===== src/logic/hs_defines.vh =====
// Constants for the homing sequencer: method codes, step table layout,
// switch indexes, sequence identifiers and reset values.
// Assumes inclusion by bare name from the design files under logic/.
`ifndef HS_DEFINES_VH
`define HS_DEFINES_VH

////////////////////////////////////////////////////////////////////////
// Homing method codes
`define HS_M16            8'h10
`define HS_M17            8'h11
`define HS_M18            8'h12
`define HS_M19            8'h13
`define HS_M20            8'h14
`define HS_M21            8'h15
`define HS_M22            8'h16
`define HS_M23            8'h17
`define HS_M24            8'h18
`define HS_M25            8'h19
`define HS_M26            8'h1A
`define HS_M27            8'h1B
`define HS_METHOD_RST     8'h00

////////////////////////////////////////////////////////////////////////
// Step word: {last, high, fwd, sig[1:0], rise}
`define HS_ST_W           6
`define HS_ST_LAST        5
`define HS_ST_HIGH        4
`define HS_ST_FWD         3
`define HS_ST_SIG_HI      2
`define HS_ST_SIG_LO      1
`define HS_ST_RISE        0
`define HS_END            1'h1
`define HS_GO             1'h0
`define HS_HI             1'h1
`define HS_LO             1'h0
`define HS_FW             1'h1
`define HS_RV             1'h0
`define HS_RISE           1'h1
`define HS_FALL           1'h0

////////////////////////////////////////////////////////////////////////
// Switch indexes into the synchronised input vector
`define HS_SIG_HOME       2'h0
`define HS_SIG_FLIM       2'h1
`define HS_SIG_RLIM       2'h2

////////////////////////////////////////////////////////////////////////
// Motion sequences shared between methods and branches
`define HS_SQ_17A         4'h0
`define HS_SQ_17B         4'h1
`define HS_SQ_18A         4'h2
`define HS_SQ_18B         4'h3
`define HS_SQ_HF_R_LR_F   4'h4
`define HS_SQ_LR_F        4'h5
`define HS_SQ_20A         4'h6
`define HS_SQ_20B         4'h7
`define HS_SQ_HR_R_LF_F   4'h8
`define HS_SQ_LF_F        4'h9
`define HS_SQ_22A         4'hA
`define HS_SQ_22B         4'hB
`define HS_SQ_23C         4'hC
`define HS_SQ_24C         4'hD
`define HS_SQ_HF_F_LR_R   4'hE
`define HS_SQ_26AB        4'hF
`define HS_SQ_RST         4'h0

`endif


===== src/logic/hs_sync_edge.v =====
// Two-stage synchroniser for one switch input with edge detection.
// Assumes the input is asynchronous to clk; edges are one-cycle pulses.
`timescale 1ns/100ps

module hs_sync_edge
(
   input  wire clk,
   input  wire rst,
   input  wire ce,
   input  wire din,
   output wire level,
   output wire rise,
   output wire fall
);

   reg meta;
   reg stable;
   reg last;

   ////////////////////////////////////////////////////////////////////
   // First stage feeds only the second stage
   always @(posedge clk or posedge rst)
   begin
      if (rst)
      begin
         meta   <= 1'h0;
         stable <= 1'h0;
         last   <= 1'h0;
      end
      else if (ce)
      begin
         meta   <= din;
         stable <= meta;
         last   <= stable;
      end
   end

   ////////////////////////////////////////////////////////////////////
   // Edges compare the settled stage with its delayed copy
   assign level = stable;
   assign rise  = stable & ~last;
   assign fall  = ~stable & last;

endmodule // hs_sync_edge


===== src/logic/hs_homing_sequencer.v =====
// Homing sequencer for homing methods 17 to 27 of a servo axis.
// Assumes METHOD, START and AT_ZERO come from logic on MCLK; the
// home and limit switches are asynchronous pins.
`timescale 1ns/100ps
`include "hs_defines.vh"

module hs_homing_sequencer
(
   input  wire       MCLK,
   input  wire       RST,
   input  wire       CE,
   input  wire       START,
   input  wire [7:0] METHOD,
   input  wire       HOME_SW,
   input  wire       FWD_LIMIT,
   input  wire       REV_LIMIT,
   input  wire       AT_ZERO,
   output reg        MOVE,
   output reg        MOVE_FWD,
   output reg        MOVE_HIGH,
   output reg        BRAKE,
   output reg        BUSY,
   output reg        DONE,
   output reg        ERROR
);

   localparam ST_IDLE   = 2'h0;
   localparam ST_SEARCH = 2'h1;
   localparam ST_BRAKE  = 2'h2;

   reg  [1:0]         state;
   reg  [7:0]         method;
   reg  [3:0]         seq;
   reg  [1:0]         idx;
   reg                escaped;
   wire [2:0]         raw_sw;
   wire [2:0]         sw_level;
   wire [2:0]         sw_rise;
   wire [2:0]         sw_fall;
   wire [`HS_ST_W-1:0] cur;
   wire [1:0]         cur_sig;
   wire               hit;
   wire [6:0]         esc;
   wire               escape_now;
   wire [1:0]         dir_lim;
   wire               lim_fault;
   wire               start_ok;

   ////////////////////////////////////////////////////////////////////
   // Helpers
   function pick;
      input [2:0] vec;
      input [1:0] sel;
      begin
         case (sel)
            `HS_SIG_HOME: pick = vec[0];
            `HS_SIG_FLIM: pick = vec[1];
            `HS_SIG_RLIM: pick = vec[2];
            default:      pick = 1'h0;
         endcase
      end
   endfunction

   function [`HS_ST_W-1:0] st;
      input       last;
      input       high;
      input       fwd;
      input [1:0] sig;
      input       rise;
      begin
         st = {last, high, fwd, sig, rise};
      end
   endfunction

   // Method 16 and anything outside 17..27 never moves the axis
   function method_ok;
      input [7:0] m;
      begin
         method_ok = (m >= `HS_M17) && (m <= `HS_M27) && (m != `HS_M16);
      end
   endfunction

   // Which switch decides the starting branch
   function [1:0] start_sig;
      input [7:0] m;
      begin
         case (m)
            `HS_M17: start_sig = `HS_SIG_RLIM;
            `HS_M18: start_sig = `HS_SIG_FLIM;
            default: start_sig = `HS_SIG_HOME;
         endcase
      end
   endfunction

   function [3:0] pick_seq;
      input [7:0] m;
      input       act;
      begin
         case (m)
            `HS_M17: pick_seq = act ? `HS_SQ_17B : `HS_SQ_17A;
            `HS_M18: pick_seq = act ? `HS_SQ_18B : `HS_SQ_18A;
            `HS_M19: pick_seq = act ? `HS_SQ_LR_F : `HS_SQ_HF_R_LR_F;
            `HS_M20: pick_seq = act ? `HS_SQ_20B : `HS_SQ_20A;
            `HS_M21: pick_seq = act ? `HS_SQ_LF_F : `HS_SQ_HR_R_LF_F;
            `HS_M22: pick_seq = act ? `HS_SQ_22B : `HS_SQ_22A;
            `HS_M23: pick_seq = act ? `HS_SQ_LR_F : `HS_SQ_HF_R_LR_F;
            `HS_M24: pick_seq = act ? `HS_SQ_20B : `HS_SQ_20A;
            `HS_M25: pick_seq = `HS_SQ_HF_F_LR_R;
            `HS_M26: pick_seq = `HS_SQ_26AB;
            `HS_M27: pick_seq = act ? `HS_SQ_LF_F : `HS_SQ_HR_R_LF_F;
            default: pick_seq = `HS_SQ_RST;
         endcase
      end
   endfunction

   // Limit escape: {present, limit watched, sequence after the limit}
   function [6:0] esc_of;
      input [7:0] m;
      begin
         case (m)
            `HS_M23: esc_of = {1'h1, `HS_SIG_FLIM, `HS_SQ_23C};
            `HS_M24: esc_of = {1'h1, `HS_SIG_FLIM, `HS_SQ_24C};
            `HS_M25: esc_of = {1'h1, `HS_SIG_FLIM, `HS_SQ_22A};
            `HS_M26: esc_of = {1'h1, `HS_SIG_FLIM, `HS_SQ_HR_R_LF_F};
            `HS_M27: esc_of = {1'h1, `HS_SIG_RLIM, `HS_SQ_HF_F_LR_R};
            default: esc_of = {1'h0, `HS_SIG_HOME, `HS_SQ_RST};
         endcase
      end
   endfunction

   // Step table: every high-speed step not ended by a limit fault is followed by a brake to zero
   function [`HS_ST_W-1:0] step_of;
      input [3:0] s;
      input [1:0] i;
      begin
         case ({s, i})
            {`HS_SQ_17A, 2'h0}:       step_of = st(`HS_GO, `HS_HI, `HS_RV, `HS_SIG_RLIM, `HS_RISE);
            {`HS_SQ_17A, 2'h1}:       step_of = st(`HS_END, `HS_LO, `HS_FW, `HS_SIG_RLIM, `HS_FALL);
            {`HS_SQ_17B, 2'h0}:       step_of = st(`HS_END, `HS_LO, `HS_FW, `HS_SIG_RLIM, `HS_FALL);
            {`HS_SQ_18A, 2'h0}:       step_of = st(`HS_GO, `HS_HI, `HS_FW, `HS_SIG_FLIM, `HS_RISE);
            {`HS_SQ_18A, 2'h1}:       step_of = st(`HS_END, `HS_LO, `HS_RV, `HS_SIG_FLIM, `HS_FALL);
            {`HS_SQ_18B, 2'h0}:       step_of = st(`HS_END, `HS_LO, `HS_RV, `HS_SIG_FLIM, `HS_FALL);
            {`HS_SQ_HF_R_LR_F, 2'h0}: step_of = st(`HS_GO, `HS_HI, `HS_FW, `HS_SIG_HOME, `HS_RISE);
            {`HS_SQ_HF_R_LR_F, 2'h1}: step_of = st(`HS_END, `HS_LO, `HS_RV, `HS_SIG_HOME, `HS_FALL);
            {`HS_SQ_LR_F, 2'h0}:      step_of = st(`HS_END, `HS_LO, `HS_RV, `HS_SIG_HOME, `HS_FALL);
            {`HS_SQ_20A, 2'h0}:       step_of = st(`HS_GO, `HS_HI, `HS_FW, `HS_SIG_HOME, `HS_RISE);
            {`HS_SQ_20A, 2'h1}:       step_of = st(`HS_GO, `HS_LO, `HS_RV, `HS_SIG_HOME, `HS_FALL);
            {`HS_SQ_20A, 2'h2}:       step_of = st(`HS_END, `HS_LO, `HS_FW, `HS_SIG_HOME, `HS_RISE);
            {`HS_SQ_20B, 2'h0}:       step_of = st(`HS_GO, `HS_LO, `HS_RV, `HS_SIG_HOME, `HS_FALL);
            {`HS_SQ_20B, 2'h1}:       step_of = st(`HS_END, `HS_LO, `HS_FW, `HS_SIG_HOME, `HS_RISE);
            {`HS_SQ_HR_R_LF_F, 2'h0}: step_of = st(`HS_GO, `HS_HI, `HS_RV, `HS_SIG_HOME, `HS_RISE);
            {`HS_SQ_HR_R_LF_F, 2'h1}: step_of = st(`HS_END, `HS_LO, `HS_FW, `HS_SIG_HOME, `HS_FALL);
            {`HS_SQ_LF_F, 2'h0}:      step_of = st(`HS_END, `HS_LO, `HS_FW, `HS_SIG_HOME, `HS_FALL);
            {`HS_SQ_22A, 2'h0}:       step_of = st(`HS_GO, `HS_HI, `HS_RV, `HS_SIG_HOME, `HS_RISE);
            {`HS_SQ_22A, 2'h1}:       step_of = st(`HS_GO, `HS_LO, `HS_FW, `HS_SIG_HOME, `HS_FALL);
            {`HS_SQ_22A, 2'h2}:       step_of = st(`HS_END, `HS_LO, `HS_RV, `HS_SIG_HOME, `HS_RISE);
            {`HS_SQ_22B, 2'h0}:       step_of = st(`HS_GO, `HS_LO, `HS_FW, `HS_SIG_HOME, `HS_FALL);
            {`HS_SQ_22B, 2'h1}:       step_of = st(`HS_END, `HS_LO, `HS_RV, `HS_SIG_HOME, `HS_RISE);
            {`HS_SQ_23C, 2'h0}:       step_of = st(`HS_GO, `HS_HI, `HS_RV, `HS_SIG_HOME, `HS_FALL);
            {`HS_SQ_23C, 2'h1}:       step_of = st(`HS_GO, `HS_LO, `HS_FW, `HS_SIG_HOME, `HS_RISE);
            {`HS_SQ_23C, 2'h2}:       step_of = st(`HS_END, `HS_LO, `HS_RV, `HS_SIG_HOME, `HS_FALL);
            {`HS_SQ_24C, 2'h0}:       step_of = st(`HS_GO, `HS_HI, `HS_RV, `HS_SIG_HOME, `HS_FALL);
            {`HS_SQ_24C, 2'h1}:       step_of = st(`HS_END, `HS_LO, `HS_FW, `HS_SIG_HOME, `HS_RISE);
            {`HS_SQ_HF_F_LR_R, 2'h0}: step_of = st(`HS_GO, `HS_HI, `HS_FW, `HS_SIG_HOME, `HS_FALL);
            {`HS_SQ_HF_F_LR_R, 2'h1}: step_of = st(`HS_END, `HS_LO, `HS_RV, `HS_SIG_HOME, `HS_RISE);
            {`HS_SQ_26AB, 2'h0}:      step_of = st(`HS_GO, `HS_HI, `HS_FW, `HS_SIG_HOME, `HS_FALL);
            {`HS_SQ_26AB, 2'h1}:      step_of = st(`HS_GO, `HS_LO, `HS_RV, `HS_SIG_HOME, `HS_RISE);
            {`HS_SQ_26AB, 2'h2}:      step_of = st(`HS_END, `HS_LO, `HS_FW, `HS_SIG_HOME, `HS_FALL);
            default:                  step_of = st(`HS_END, `HS_LO, `HS_FW, `HS_SIG_HOME, `HS_RISE);
         endcase
      end
   endfunction

   ////////////////////////////////////////////////////////////////////
   // Switch synchronisers
   assign raw_sw = {REV_LIMIT, FWD_LIMIT, HOME_SW};

   genvar g;
   generate
      for (g = 0; g < 3; g = g + 1)
      begin : g_sw
         hs_sync_edge u_sync
         (
            .clk   (MCLK),
            .rst   (RST),
            .ce    (CE),
            .din   (raw_sw[g]),
            .level (sw_level[g]),
            .rise  (sw_rise[g]),
            .fall  (sw_fall[g])
         );
      end
   endgenerate

   ////////////////////////////////////////////////////////////////////
   // Current step decode
   assign cur     = step_of(seq, idx);
   assign cur_sig = cur[`HS_ST_SIG_HI:`HS_ST_SIG_LO];
   assign hit     = cur[`HS_ST_RISE] ? pick(sw_rise, cur_sig) : pick(sw_fall, cur_sig);
   assign esc     = esc_of(method);
   // Only the opening high-speed search may turn back off a limit
   assign escape_now = esc[6] & ~escaped & (idx == 2'h0) & cur[`HS_ST_HIGH]
                     & pick(sw_level, esc[5:4]);
   // A limit in the travel direction that is not the target ends the run
   assign dir_lim   = cur[`HS_ST_FWD] ? `HS_SIG_FLIM : `HS_SIG_RLIM;
   assign lim_fault = pick(sw_level, dir_lim) & (cur_sig != dir_lim);
   assign start_ok  = method_ok(METHOD);

   ////////////////////////////////////////////////////////////////////
   // Sequencer
   always @(posedge MCLK or posedge RST)
   begin
      if (RST)
      begin
         state     <= ST_IDLE;
         method    <= `HS_METHOD_RST;
         seq       <= `HS_SQ_RST;
         idx       <= 2'h0;
         escaped   <= 1'h0;
         MOVE      <= 1'h0;
         MOVE_FWD  <= 1'h0;
         MOVE_HIGH <= 1'h0;
         BRAKE     <= 1'h0;
         BUSY      <= 1'h0;
         DONE      <= 1'h0;
         ERROR     <= 1'h0;
      end
      else if (CE)
      begin
         case (state)
            ST_IDLE:
            begin
               MOVE  <= 1'h0;
               BRAKE <= 1'h0;
               // Method code is sampled only here, so it must be set up first
               if (START)
               begin
                  DONE <= 1'h0;
                  if (start_ok)
                  begin
                     method  <= METHOD;
                     seq     <= pick_seq(METHOD, pick(sw_level, start_sig(METHOD)));
                     idx     <= 2'h0;
                     escaped <= 1'h0;
                     ERROR   <= 1'h0;
                     BUSY    <= 1'h1;
                     state   <= ST_SEARCH;
                  end
                  else
                  begin
                     ERROR <= 1'h1;
                  end
               end
            end
            ST_SEARCH:
            begin
               if (hit)
               begin
                  MOVE <= 1'h0;
                  if (cur[`HS_ST_LAST])
                  begin
                     BUSY  <= 1'h0;
                     DONE  <= 1'h1;
                     state <= ST_IDLE;
                  end
                  else
                  begin
                     idx <= idx + 2'h1;
                     if (cur[`HS_ST_HIGH])
                     begin
                        BRAKE <= 1'h1;
                        state <= ST_BRAKE;
                     end
                  end
               end
               else if (escape_now)
               begin
                  MOVE    <= 1'h0;
                  seq     <= esc[3:0];
                  idx     <= 2'h0;
                  escaped <= 1'h1;
                  BRAKE   <= 1'h1;
                  state   <= ST_BRAKE;
               end
               else if (lim_fault)
               begin
                  MOVE  <= 1'h0;
                  BUSY  <= 1'h0;
                  ERROR <= 1'h1;
                  state <= ST_IDLE;
               end
               else
               begin
                  MOVE      <= 1'h1;
                  MOVE_FWD  <= cur[`HS_ST_FWD];
                  MOVE_HIGH <= cur[`HS_ST_HIGH];
               end
            end
            ST_BRAKE:
            begin
               // Reverse only once the axis reports standstill
               if (AT_ZERO)
               begin
                  BRAKE <= 1'h0;
                  state <= ST_SEARCH;
               end
            end
            default:
            begin
               state <= ST_IDLE;
            end
         endcase
      end
   end

endmodule // hs_homing_sequencer


===== config.mk =====
export PLATFORM = sky130hd
export DESIGN_NAME = hs_homing_sequencer
export DESIGN_NICKNAME = d
export VERILOG_FILES = /design/src/logic/hs_sync_edge.v /design/src/logic/hs_homing_sequencer.v
export VERILOG_INCLUDE_DIRS = /design/src /design/src/logic
export SDC_FILE = /design/constraint.sdc
export NUM_CORES = 1
export LEC_CHECK = 0
export BUFFER_PORTS_ARGS = -buffer_cell sky130_fd_sc_hd__clkbuf_2
export CAP_MARGIN = 20
export CORE_ASPECT_RATIO = 0.9
export CORE_MARGIN = 2
export CORE_UTILIZATION = 40
export CTS_CLUSTER_DIAMETER = 80
export DETAILED_ROUTE_END_ITERATION = 8
export PLACE_DENSITY_LB_ADDON = 0.3
export SLEW_MARGIN = 20
export SYNTH_ARGS = -nofsm -noshare
export SYNTH_HDL_FRONTEND = slang
export SYNTH_SLANG_ARGS = --single-unit
export TNS_END_PERCENT = 10

===== constraint.sdc =====
create_clock -name MCLK -period 2.8 [get_ports MCLK]
set_input_delay 0.14 -clock MCLK [delete_from_list [all_inputs] [get_ports MCLK]]
set_output_delay 0.14 -clock MCLK [all_outputs]
set_load 0.02 [all_outputs]

* Yosys cells after proc, flatten, opt, wreduce, memory -nomap -nowiden
Memory sizes are Yosys's and may differ from the RTL's. Index checks and enable logic that the tools add are counted.
Word-level totals: flip-flop bits (word level) 33, bits in read-only memories 384, input bits 16, output and inout bits 7, memories kept 1
Memories:
- (name not given) | words 64, bits a word 6, read ports 1, clocked after memory_dff 0, write ports 0, RTL line hs_homing_sequencer.v:136 | case ({s, i})
Operators by class: add/subtract/negate cells 1, $lt $le $gt $ge 2, equal/unequal tests 45, multiplexer cells 75, bitwise logic cells 21, reductions and logical operators 23
Operator list (number):
- 8-bit by 5-bit equality test with 1-bit output, second input constant | 16
- 1-bit 2-to-1 mux | 36
- 2-bit 2-to-1 mux | 18
- 7-bit one-hot mux with 5 select lines | 1
- 4-bit one-hot mux with 8 select lines | 1
- 6-bit AND reduction | 5
- 2-bit != test, second input constant | 9
- 3-bit != test, second input constant | 6
- 1-bit one-hot mux with 3 select lines | 6
- 4-bit 2-to-1 mux | 4
- 2-bit zero test | 6
- 1-bit AND | 11
- 2-bit by 1-bit equality test with 1-bit output, second input constant | 5
- 2-bit equality test, second input constant | 5
- 1-bit inverter | 10
- 1-bit one-hot mux with 2 select lines | 5
- 5-bit AND reduction | 2
- 8-bit by 5-bit greater-or-equal comparator with 1-bit output, second input constant | 1
- 8-bit by 5-bit less-or-equal comparator with 1-bit output, second input constant | 1
- 4-bit != test, second input constant | 2
- 8-bit by 5-bit != test with 1-bit output, second input constant | 1
- 2-bit one-hot mux with 2 select lines | 2
- 4-bit one-hot mux with 2 select lines | 1
- 7-bit AND reduction | 1
- other kinds (9) | 12

* Logic depth before layout (Yosys ltp)
Gate-level depths: netlist (run 1).
depth after elaboration 18, gate-level depth with buffers 9

* Modules after synthesis
A second synthesis (run 1) with hierarchy kept.
Unflattened totals: cells, all modules 222, area, all modules 2124.5 um^2
Modules (own cells, without submodules):
- hs_homing_sequencer | times used 1, cells each 195, area each 1749.2 um^2
- hs_sync_edge | times used 3, cells each 9, area each 125.1 um^2

* Least setup slack after synthesis (run 1)
No wires, ideal clock.
kind register to register, start point register idx[0], end point register MOVE_FWD, library setup time 0.125 ns, arrival 2.453 ns, setup slack 0.222 ns, cell stages (with the launch flop) 10, path buffers 1, clock period less this slack 2.578 ns, path through dfrtp_1 inv_1 ha_1 buf_4 or2b_1 a311o_1 o211ai_2 nand2_2 or4_4 mux2_4
Between the ends: longest elaborated chain between the ends 7, elaborated cells on any way between the ends 22, those cells by class 5 x eq/ne; 5 x mux; 7 x bitwise; 4 x reduce/logical; 1 x memory
Ends and longest elaborated chain:
- from (decl) | RTL line hs_homing_sequencer.v:34 | reg [1:0] idx;
- from (signal assigned) | RTL line hs_homing_sequencer.v:268 | idx <= idx + 2'h1;
- memory read 64 x 6 bit
- 2-bit 2-to-1 mux (no source line)
- 2-bit equality test (tied with other cells) | RTL line hs_homing_sequencer.v:55 | case (sel)
- 1-bit one-hot mux with 3 select lines | RTL line hs_homing_sequencer.v:55
- 1-bit AND | RTL line hs_homing_sequencer.v:206 | assign lim_fault = pick(sw_level, dir_lim) & (cur_sig != dir_lim);
- 1-bit inverter (no source line)
- 5-bit AND reduction (no source line)
- to (signal assigned) | RTL line hs_homing_sequencer.v:295 | MOVE_FWD <= cur[`HS_ST_FWD];
- to (decl) | RTL line hs_homing_sequencer.v:19 | output reg MOVE_FWD,
Parallel ways exist; a longest one is shown, timed or not. A chain may end at the register's enable or synchronous reset.

* Worst setup path in the final report (run 1)
start point register idx[1], end point register MOVE_FWD
The elaborated chain is that of the path after synthesis.

==> results_dict.tcl, run 1 <==
set metrics [dict create \
    multi_input_area_mm2 0.00132 \
    regArea_um2 827 \
    antenna_found_initial 0 \
    powerDensity_mw_per_mm2 1050 \
    grt_max_degree 34 \
    timing.setup.tns_ns 0 \
    post_drt_wl_per_cell_um 15.1 \
    critPathMaxFanout 5 \
    grt_pass1_vias 1795 \
    yosysWarnings 0 \
    max_slew_margin 0.630 \
    worstRegToRegCells 8 \
    hold_violations 0 \
    yosys_most_used_dff "dfrtp_1" \
    viasPerCell 5.80 \
    crit_cells 8 \
    synth-edff-count 0 \
    critPathMaxStageDelay_ns 0.48 \
    wl_um 5080 \
    arrival_ns 2.80 \
    worst_clock_skew_ns 0.00667 \
    ios 23 \
    drc 0 \
    cts_tree "done" \
    start_kind "register" \
    cpMaxStageDelayCell "mux4_2" \
    row_count 25 \
    p_int_mw 1.53 \
    crit_chain "inv_1 > ha_1 > mux2i_1 > mux4_2 > nor4_2 > a221oi_1 > or4_4 > mux2_4" \
    dieHeight_um 75.3 \
    netlist-cell-type-count 66 \
    finish.net_count 288 \
    power_frac_clock 0.175 \
    clk_pin_slew_ns 0.07 \
    cts_htree_levels 2 \
    overflow 0 \
    period_needed_ns 2.62 \
    gp_congestion 0.905 \
    synth_nets 269 \
    p_switching_mw 1.14 \
    cts_buffer_depth 2 \
    grt_pass1_wl_um 8480 \
    die_area_mm2 0.00627 \
    netlist_top_cells_count "dfrtp_1 (33), nand2_1 (21), nor2_1 (15), inv_1 (14), o21ai_0 (14)" \
    insertion_delay_ns 0.29 \
    numPortBuffers 22 \
    status "finished clean" \
    synth_area_leaders "dfrtp_1 (37%), mux2_2 (6.5%), nand2_1 (3.5%)" \
    rsz0062_at_grt "no" \
    grt_use_total 0.169 \
    syn_to_final_growth_pct 13.2 \
    syn_area_per_cell_um2 9.04 \
    fp.dieW_um 83.2 \
    vias 1955 \
    diodes 0 \
    peakVddDrop_v 0.000639 \
    initial_core_util 0.422 \
    drt_pass1_iterations 4 \
    instances_no_fill 337 \
    critPathTopFamily "multiplexers" \
    drt_iter0_markers 115 \
    syn-cell-area_mm2 0.00226 \
    ys_ff_latch 33 \
    drive_gt1_frac 0.226 \
    dp_cells 328 \
    worst_pin_slew_ns 0.553 \
    fin_crit_sh 0.936 \
    cap_violations 0 \
    hpwl_um 3790 \
    synth_cells 250 \
    power_frac_seq 0.300 \
    cp_num_buf_inv 1 \
    synth_top_area_frac 0.365 \
    hold_path.class "input pin to register" \
    clock_sinks 33 \
    setup_violations 0 \
    cp_data_required_time_ns 2.98 \
    p_leak_nw 1.09 \
    combPwrFrac 0.525 \
    critPathKind "register to register" \
    yosys.area.top_type "dfrtp_1" \
    ant_nets 0 \
    root_buffer "clkbuf_8" \
    switching_share 0.428 \
    min_path_cells 2 \
    clock.fmax_ghz 0.381 \
    drv_slew 0 \
    async_flop_share 1.00 \
    yosysSeqAreaShare 0.365 \
    end_kind "register" \
    nFillCells 499 \
    numCtsBuffers 5 \
    core_area_mm2 0.00535 \
    yosysMostFrequentCell "dfrtp_1" \
]
metrics by stage:
stage / utilization / setup slack (ns) / total power [mW] / area (um2) / hold WS (ns)
after floorplan: - / 0.222 / 1.87 / 2260 / 0.269
after global placement: 0.450 / 0.0859 / 2.12 / 2400 / 0.232
after detailed placement: 0.450 / 0.00816 / 2.14 / 2400 / 0.234
after CTS: 0.474 / 0.0865 / 2.62 / 2530 / 0.0818
after global routing: 0.478 / 0.0143 / 2.90 / 2560 / 0.0798
final: 0.478 / 0.179 / 2.67 / 2560 / 0.0860
area by class of cell:
type / instances / share of cell area
well taps: 67 / 0.0328
flip-flops and latches: 33 / 0.323
repair buffers: 28 / 0.0616
clock buffers: 7 / 0.0338
multi-input cells: 187 / 0.516
clock inverters: 1 / 0.0117
inverters: 14 / 0.0205
worst register-to-register path, cell delays in order (launching register included):
cell,delay [ns]
dfrtp_1,0.41
inv_1,0.15
ha_1,0.28
mux2i_1,0.10
mux4_2,0.48
nor4_2,0.20
a221oi_1,0.11
or4_4,0.47
mux2_4,0.31
flip-flops by register name, summed over array words and instances, names as in the netlist, 2 cells and up:
register,count
g_sw.u_sync.meta,3
state,2
method,8
idx,2
seq,4
g_sw.u_sync.last,3
g_sw.u_sync.level,3
cell usage in the layout (no fill, tap or decap), drive strengths merged, types with 2 or more instances in the layout:
master	instances
o221ai	2
clkbuf	29
buf	5
a2111oi	2
inv	14
a21oi	12
dfrtp	33
or4	3
nor2	15
a311oi	2
nand2b	10
mux2	15
nor4	4
o32ai	2
or2	3
ha	3
o21ai	16
nand3b	2
or2b	2
nor3	5
and2	3
a2bb2oi	2
nand3	4
o22ai	6
mux2i	2
and3	2
a31oi	6
a21boi	2
nor2b	9
or3b	3
nand2	22
or4b	3
o211ai	3
path summary, 6_finish.rpt:
check                           startpoint  slack (ns)                   to
min in group asynchronous              RST        0.46             state[1]
worst min-delay path             FWD_LIMIT        0.09  g_sw[1].u_sync.meta
worst max register to register      idx[1]        0.18             MOVE_FWD
worst max-delay path                idx[1]        0.18             MOVE_FWD
max in group asynchronous              RST        2.01               seq[2]
worst min register to register   method[4]        0.46            method[4]
logic make-up after synthesis:
kind of cell,synth area share
buffers and inverters,0.0615
xor gates and xnor gates,0.00775
muxes,0.0969
AOI/OAI and AO/OA,0.219
DFF,0.365
adders and majority gates,0.0166
and+or+nand+nor,0.233
layer usage:
layer  GRT usage  part of all wire
met1       0.238              0.50
met2       0.266              0.44
met3      0.0336             0.046
met4      0.0546             0.013
met5           0                 0
power groups by stage:
stage | registers (mW) | logic, mW | clock network [mW]
2_1_floorplan | 0.755 | 1.11 | 0
3_3_place_gp | 0.803 | 1.31 | 0
3_5_place_dp | 0.805 | 1.33 | 0
4_1_cts | 0.797 | 1.35 | 0.476
5_1_grt | 0.833 | 1.57 | 0.495
6_report | 0.802 | 1.40 | 0.469
what timing repair did:
item | 4_1_cts | 5_1_grt
endpoints found under the hold margin | 33 | 0
hold buffers | 1 | 0
gates resized for setup | 1 | 4
buffers inserted | 0 | 0
cloned | 0 | 0
endpoints found under the setup margin | 2 | 3
pin swaps | 0 | 0
No activity file was read; power rests on OpenSTA's default activity.
==> run 2, diff against run 1 <==
- ABC_AREA: unset -> 1
==> results_dict.tcl, run 2 <==
set metrics [dict create \
    end_kind "register" \
    grt_use_total 0.180 \
    drt_iter0_markers 167 \
    cts_tree "done" \
    synth-edff-count 0 \
    nFillCells 593 \
    largest_register "method" \
    gp_congestion 0.907 \
    syn_to_final_growth_pct 12.4 \
    critPathMaxFanout 14 \
    syn_area_per_cell_um2 6.74 \
    viasPerCell 4.93 \
    yosys.area.top_type "dfrtp_1" \
    initial_core_util 0.408 \
    timing.setup.tns_ns 0 \
    overflow 0 \
    dieHeight_um 75.9 \
    grt_max_degree 34 \
    worst_pin_slew_ns 0.473 \
    start_kind "register" \
    cts_htree_levels 2 \
    root_buffer "clkbuf_8" \
    ctsHoldBuffers 1 \
    period_needed_ns 2.13 \
    peakVddDrop_v 0.000453 \
    synth_area_leaders "dfrtp_1 (36%), nand2_1 (17%), inv_1 (7.5%)" \
    final_common_cell "nand2_1" \
    synth_nets 360 \
    hpwl_um 4000 \
    cts_buffer_depth 2 \
    worst_clock_skew_ns 0.00403 \
    clock_sinks 33 \
    fin_crit_sh 0.761 \
    arrival_ns 2.35 \
    critPathKind "register to register" \
    drc 0 \
    ios 23 \
    vias 2159 \
    largest_reg_flops 8 \
    insertion_delay_ns 0.29 \
    total_power_mw 2.51 \
    fp.dieW_um 83.9 \
    finish.net_count 386 \
    netlist-cell-type-count 32 \
    grt_pass1_wl_um 9110 \
    p_leak_nw 1.42 \
    rsz0062_at_grt "no" \
    hold_path.class "input pin to register" \
    syn-cell-area_mm2 0.00230 \
    clk_pin_slew_ns 0.07 \
    wl_um 5160 \
    core_area_mm2 0.00563 \
    yosysSeqAreaShare 0.359 \
    cap_violations 0 \
    drv_slew 0 \
    drive_gt1_frac 0.204 \
    cts_resized 0 \
    clock.fmax_ghz 0.469 \
    antenna_found_initial 0 \
    cp_data_required_time_ns 3.02 \
    synth_top_area_frac 0.359 \
    hold_violations 0 \
    row_count 26 \
    regArea_um2 826 \
    max_slew_margin 0.681 \
    post_drt_wl_per_cell_um 11.8 \
    netlist_top_cells_count "nand2_1 (104), inv_1 (46), dfrtp_1 (33), nor2_1 (33), nand3_1 (28)" \
    ant_nets 0 \
    multi_input_area_mm2 0.00122 \
    powerDensity_mw_per_mm2 972 \
    ys_ff_latch 33 \
    yosysMostFrequentCell "nand2_1" \
    diodes 0 \
    synth_cells 341 \
    yosys_most_used_dff "dfrtp_1" \
    post_cts_buffers 0 \
    numCtsBuffers 5 \
    drt_pass1_iterations 4 \
    grt_pass1_vias 1980 \
    yosysWarnings 0 \
    reg_top3 "method (8), seq (4)" \
    die_area_mm2 0.00637 \
    status "finished clean" \
    numPortBuffers 22 \
    setup_violations 0 \
    final_cell_mix "nand2_1 (104), inv_1 (46), dfrtp_1 (33), nor2_1 (33), nand3_1 (28)" \
    async_flop_share 1.00 \
]
-- run 2: cell count changes in the layout (fill, tap and decap cells not counted), sizes merged, moves of 10 or more --
cell and delta:
nand3 +27, nor2 +24, mux2 -15, nand2b -10
inv +43, nand2 +100
-- run 2: per-layer routing --
| metal | track usage | vias up | part of all wire |
|---|---|---|---|
| li1 | - | 1124 | - |
| met1 | 0.243 | 977 | 0.49 |
| met2 | 0.298 | 51 | 0.44 |
| met3 | 0.0325 | 7 | 0.051 |
| met4 | 0.0591 | 0 | 0.012 |
| met5 | 0 | - | 0 |
-- run 2: cell type report --
cell class | count | area share
Multi-Input combinational cell | 246 | 0.475
Tap cell | 70 | 0.0339
Timing Repair Buffer | 24 | 0.0494
Inverter | 57 | 0.0829
Clock buffer | 7 | 0.0373
Sequential cell | 33 | 0.320
Clock inverter | 1 | 0.00194
-- run 2: through the flow --
stage | cell area (um2) | worst slack [ns] | instances | hold WS, ns | utilization
global placement | 2470 | 0.743 | 429 | 0.238 | 0.439
floorplan | 2300 | 0.957 | 341 | 0.257 | -
detailed placement | 2470 | 0.689 | 429 | 0.253 | 0.439
global route | 2580 | 0.379 | 438 | 0.0582 | 0.459
finish | 2580 | 0.668 | 438 | 0.0548 | 0.459
CTS | 2580 | 0.664 | 438 | 0.0514 | 0.459
-- run 2: power breakdown --
part | switching [mW] | internal [mW] | total, mW
Clock | 0.179 | 0.222 | 0.402
Sequential | 0.140 | 0.607 | 0.747
Combinational | 0.920 | 0.439 | 1.36
-- run 2: worst max-delay path, stage by stage, from the launching register on --
cell and delay, ns:
dfrtp_1 0.42, inv_1 0.13, ha_1 0.26, nand2_2 0.12, nand2_2 0.16, nand2_2 0.08
nand2_1 0.07, nand3_1 0.08, nand2_2 0.10, nand2_4 0.08, nand2_4 0.10, nand3_4 0.20
nand2_1 0.11, inv_1 0.05, nor2_1 0.09
-- run 2: logic make-up (layout without fill, tap and decap cells) --
group	Yosys count	count (layout)	synth area share
fa+ha+maj	3	3	0.0163
flops	33	33	0.359
compound gates	36	36	0.0997
simple gates	207	207	0.417
buf+inv	62	89	0.107
-- run 2: path summary, 6_finish.rpt --
kind	start	endpoint	slack [ns]	cells after the start
setup / recovery	idx[0]	BUSY	0.67	14
setup reg to reg	idx[0]	BUSY	0.67	14
max in group asynchronous	RST	method[7]	2.01	4
hold reg to reg	method[4]	method[4]	0.47	2
min in group asynchronous	RST	g_sw[0].u_sync.level	0.48	4
hold / removal	REV_LIMIT	g_sw[2].u_sync.meta	0.05	3
==> run 3, diff against run 2 <==
- clock period: 2.8 -> 1.8 ns (I/O delays scaled with it)
==> results_dict.tcl, run 3 (synthesized netlist as in run 2, its figures left out) <==
set metrics [dict create \
    cpMaxStageDelayCell "dfrtp_1" \
    largest_register "method" \
    gp_congestion 0.850 \
    nFillCells 532 \
    fp.dieW_um 83.9 \
    critPathMaxFanout 5 \
    cts_htree_levels 2 \
    end_kind "register" \
    drv_slew 0 \
    grt_pass1_wl_um 10000 \
    insertion_delay_ns 0.29 \
    setup_slack_ns -0.0653 \
    numCtsBuffers 5 \
    root_buffer "clkbuf_8" \
    diodes 0 \
    max_slew_margin 0.718 \
    numPortBuffers 22 \
    pre_cts_slack_ns -0.153 \
    reg_top3 "method (8), seq (4)" \
    drt_pass1_iterations 4 \
    start_kind "register" \
    final_common_cell "nand2_1" \
    cts_tree "done" \
    multi_input_area_mm2 0.00144 \
    clk_pin_slew_ns 0.07 \
    hold_path.class "input pin to register" \
    ant_nets 0 \
    p_leak_nw 1.62 \
    critPathKind "register to register" \
    viasPerCell 4.90 \
    regArea_um2 826 \
    cp_data_required_time_ns 1.98 \
    die_area_mm2 0.00637 \
    post_drt_wl_per_cell_um 12.4 \
    fin_crit_sh 1.04 \
    setup_violations 19 \
    rsz0062_at_grt "yes" \
    final_cell_mix "nand2_1 (91), inv_1 (41), dfrtp_1 (33), nor2_1 (30), buf_4 (27)" \
    period_needed_ns 1.87 \
    drive_gt1_frac 0.351 \
    worst_clock_skew_ns 0.00717 \
    status "complete, but fails checks" \
    min_path_cells 3 \
    row_count 26 \
    hpwl_um 4060 \
    violations "setup timing" \
    cts_buffer_depth 2 \
    vias 2296 \
    grt_pass1_vias 2128 \
    wl_um 5800 \
    crit_chain "inv_2 > ha_4 > nand2_4 > buf_6 > nand3_1 > nand2_2 > inv_2 > nand2_4 > nand2_8 > nand2_2 > nand2_2 > nand2_4 > nor2_2 > nor2_1" \
    antenna_found_initial 0 \
    clock.fmax_ghz 0.536 \
    core_area_mm2 0.00563 \
    drc 0 \
    ios 23 \
    powerDensity_mw_per_mm2 1660 \
    worstRegToRegCells 14 \
    peakVddDrop_v 0.000709 \
    timing.setup.tns_ns -0.704 \
    hold_violations 0 \
    largest_reg_flops 8 \
    arrival_ns 2.04 \
    drt_iter0_markers 146 \
    critPathMaxStageDelay_ns 0.42 \
    overflow 0 \
    grt_use_total 0.198 \
    finish.net_count 417 \
    dieHeight_um 75.9 \
    clock_sinks 33 \
    syn_to_final_growth_pct 32.6 \
    grt_max_degree 34 \
    cap_violations 0 \
    worst_pin_slew_ns 0.424 \
    initial_core_util 0.408 \
]
## run 3: changes by cell type in the layout (fill, tap and decap cells not counted), sizes merged
cell,before,now
dlygate4sd3,1,2
nand3,31,32
buf,1,30
## run 3: layout make-up
| cell class | instances | area share |
|---|---|---|
| Inverter | 57 | 0.0711 |
| Multi-Input combinational cell | 247 | 0.472 |
| Clock inverter | 1 | 0.00164 |
| Tap cell | 70 | 0.0288 |
| Sequential cell | 33 | 0.271 |
| Clock buffer | 7 | 0.0316 |
| Timing Repair Buffer | 54 | 0.123 |
## run 3: path summary, 6_finish.rpt
path                                     startpoint                    to  slack (ns)
worst max-delay path                         idx[0]                  BUSY       -0.07
worst min-delay path                      REV_LIMIT   g_sw[2].u_sync.meta       0.005
worst max register to register               idx[0]                  BUSY       -0.07
worst min register to register  g_sw[1].u_sync.meta   g_sw[1].u_sync.meta        0.47
max in group asynchronous                       RST                seq[3]        1.07
min in group asynchronous                       RST  g_sw[0].u_sync.level        0.42
## run 3: metrics by stage
step            util  total power [mW]  cells  hold WS, ns  cell area, um2
6_report       0.541              5.06    469      0.00480            3050
5_1_grt        0.541              5.50    469       0.0231            3050
4_1_cts        0.521              4.66    465      0.00516            2930
3_5_place_dp   0.470              3.63    449        0.197            2650
3_3_place_gp   0.470              3.61    449        0.183            2650
2_1_floorplan      -              2.81    341        0.207            2310
## run 3: critical path: cells and delay by family (launching register included)
| kind | cells | cell delay (ns) |
|---|---|---|
| adder cells (fa/ha/maj) | 1 | 0.18 |
| buffers and inverters | 3 | 0.32 |
| flip-flops | 1 | 0.42 |
| AND/OR/NAND/NOR | 10 | 0.85 |
## run 3: what timing repair did
item,4_1_cts,5_1_grt
cloned,1,0
pin swaps,18,18
endpoints found under the setup margin,22,24
hold endpoints to repair,34,0
buffers inserted,5,4
hold buffers,2,0
gates resized for setup,31,24
## run 3: power breakdown
group | switching [mW] | internal [mW] | leakage (nW)
combinational | 1.94 | 1.36 | 1.14
clock | 0.275 | 0.346 | 0.0542
sequential | 0.195 | 0.945 | 0.420
total | 2.41 | 2.65 | 1.62
## run 3: routing by layer
metal,GRT usage,vias to the layer above,part of all wire
met5,0,-,0
li1,-,1194,-
met3,0.0336,10,0.041
met2,0.334,52,0.47
met1,0.262,1040,0.47
met4,0.0681,0,0.017
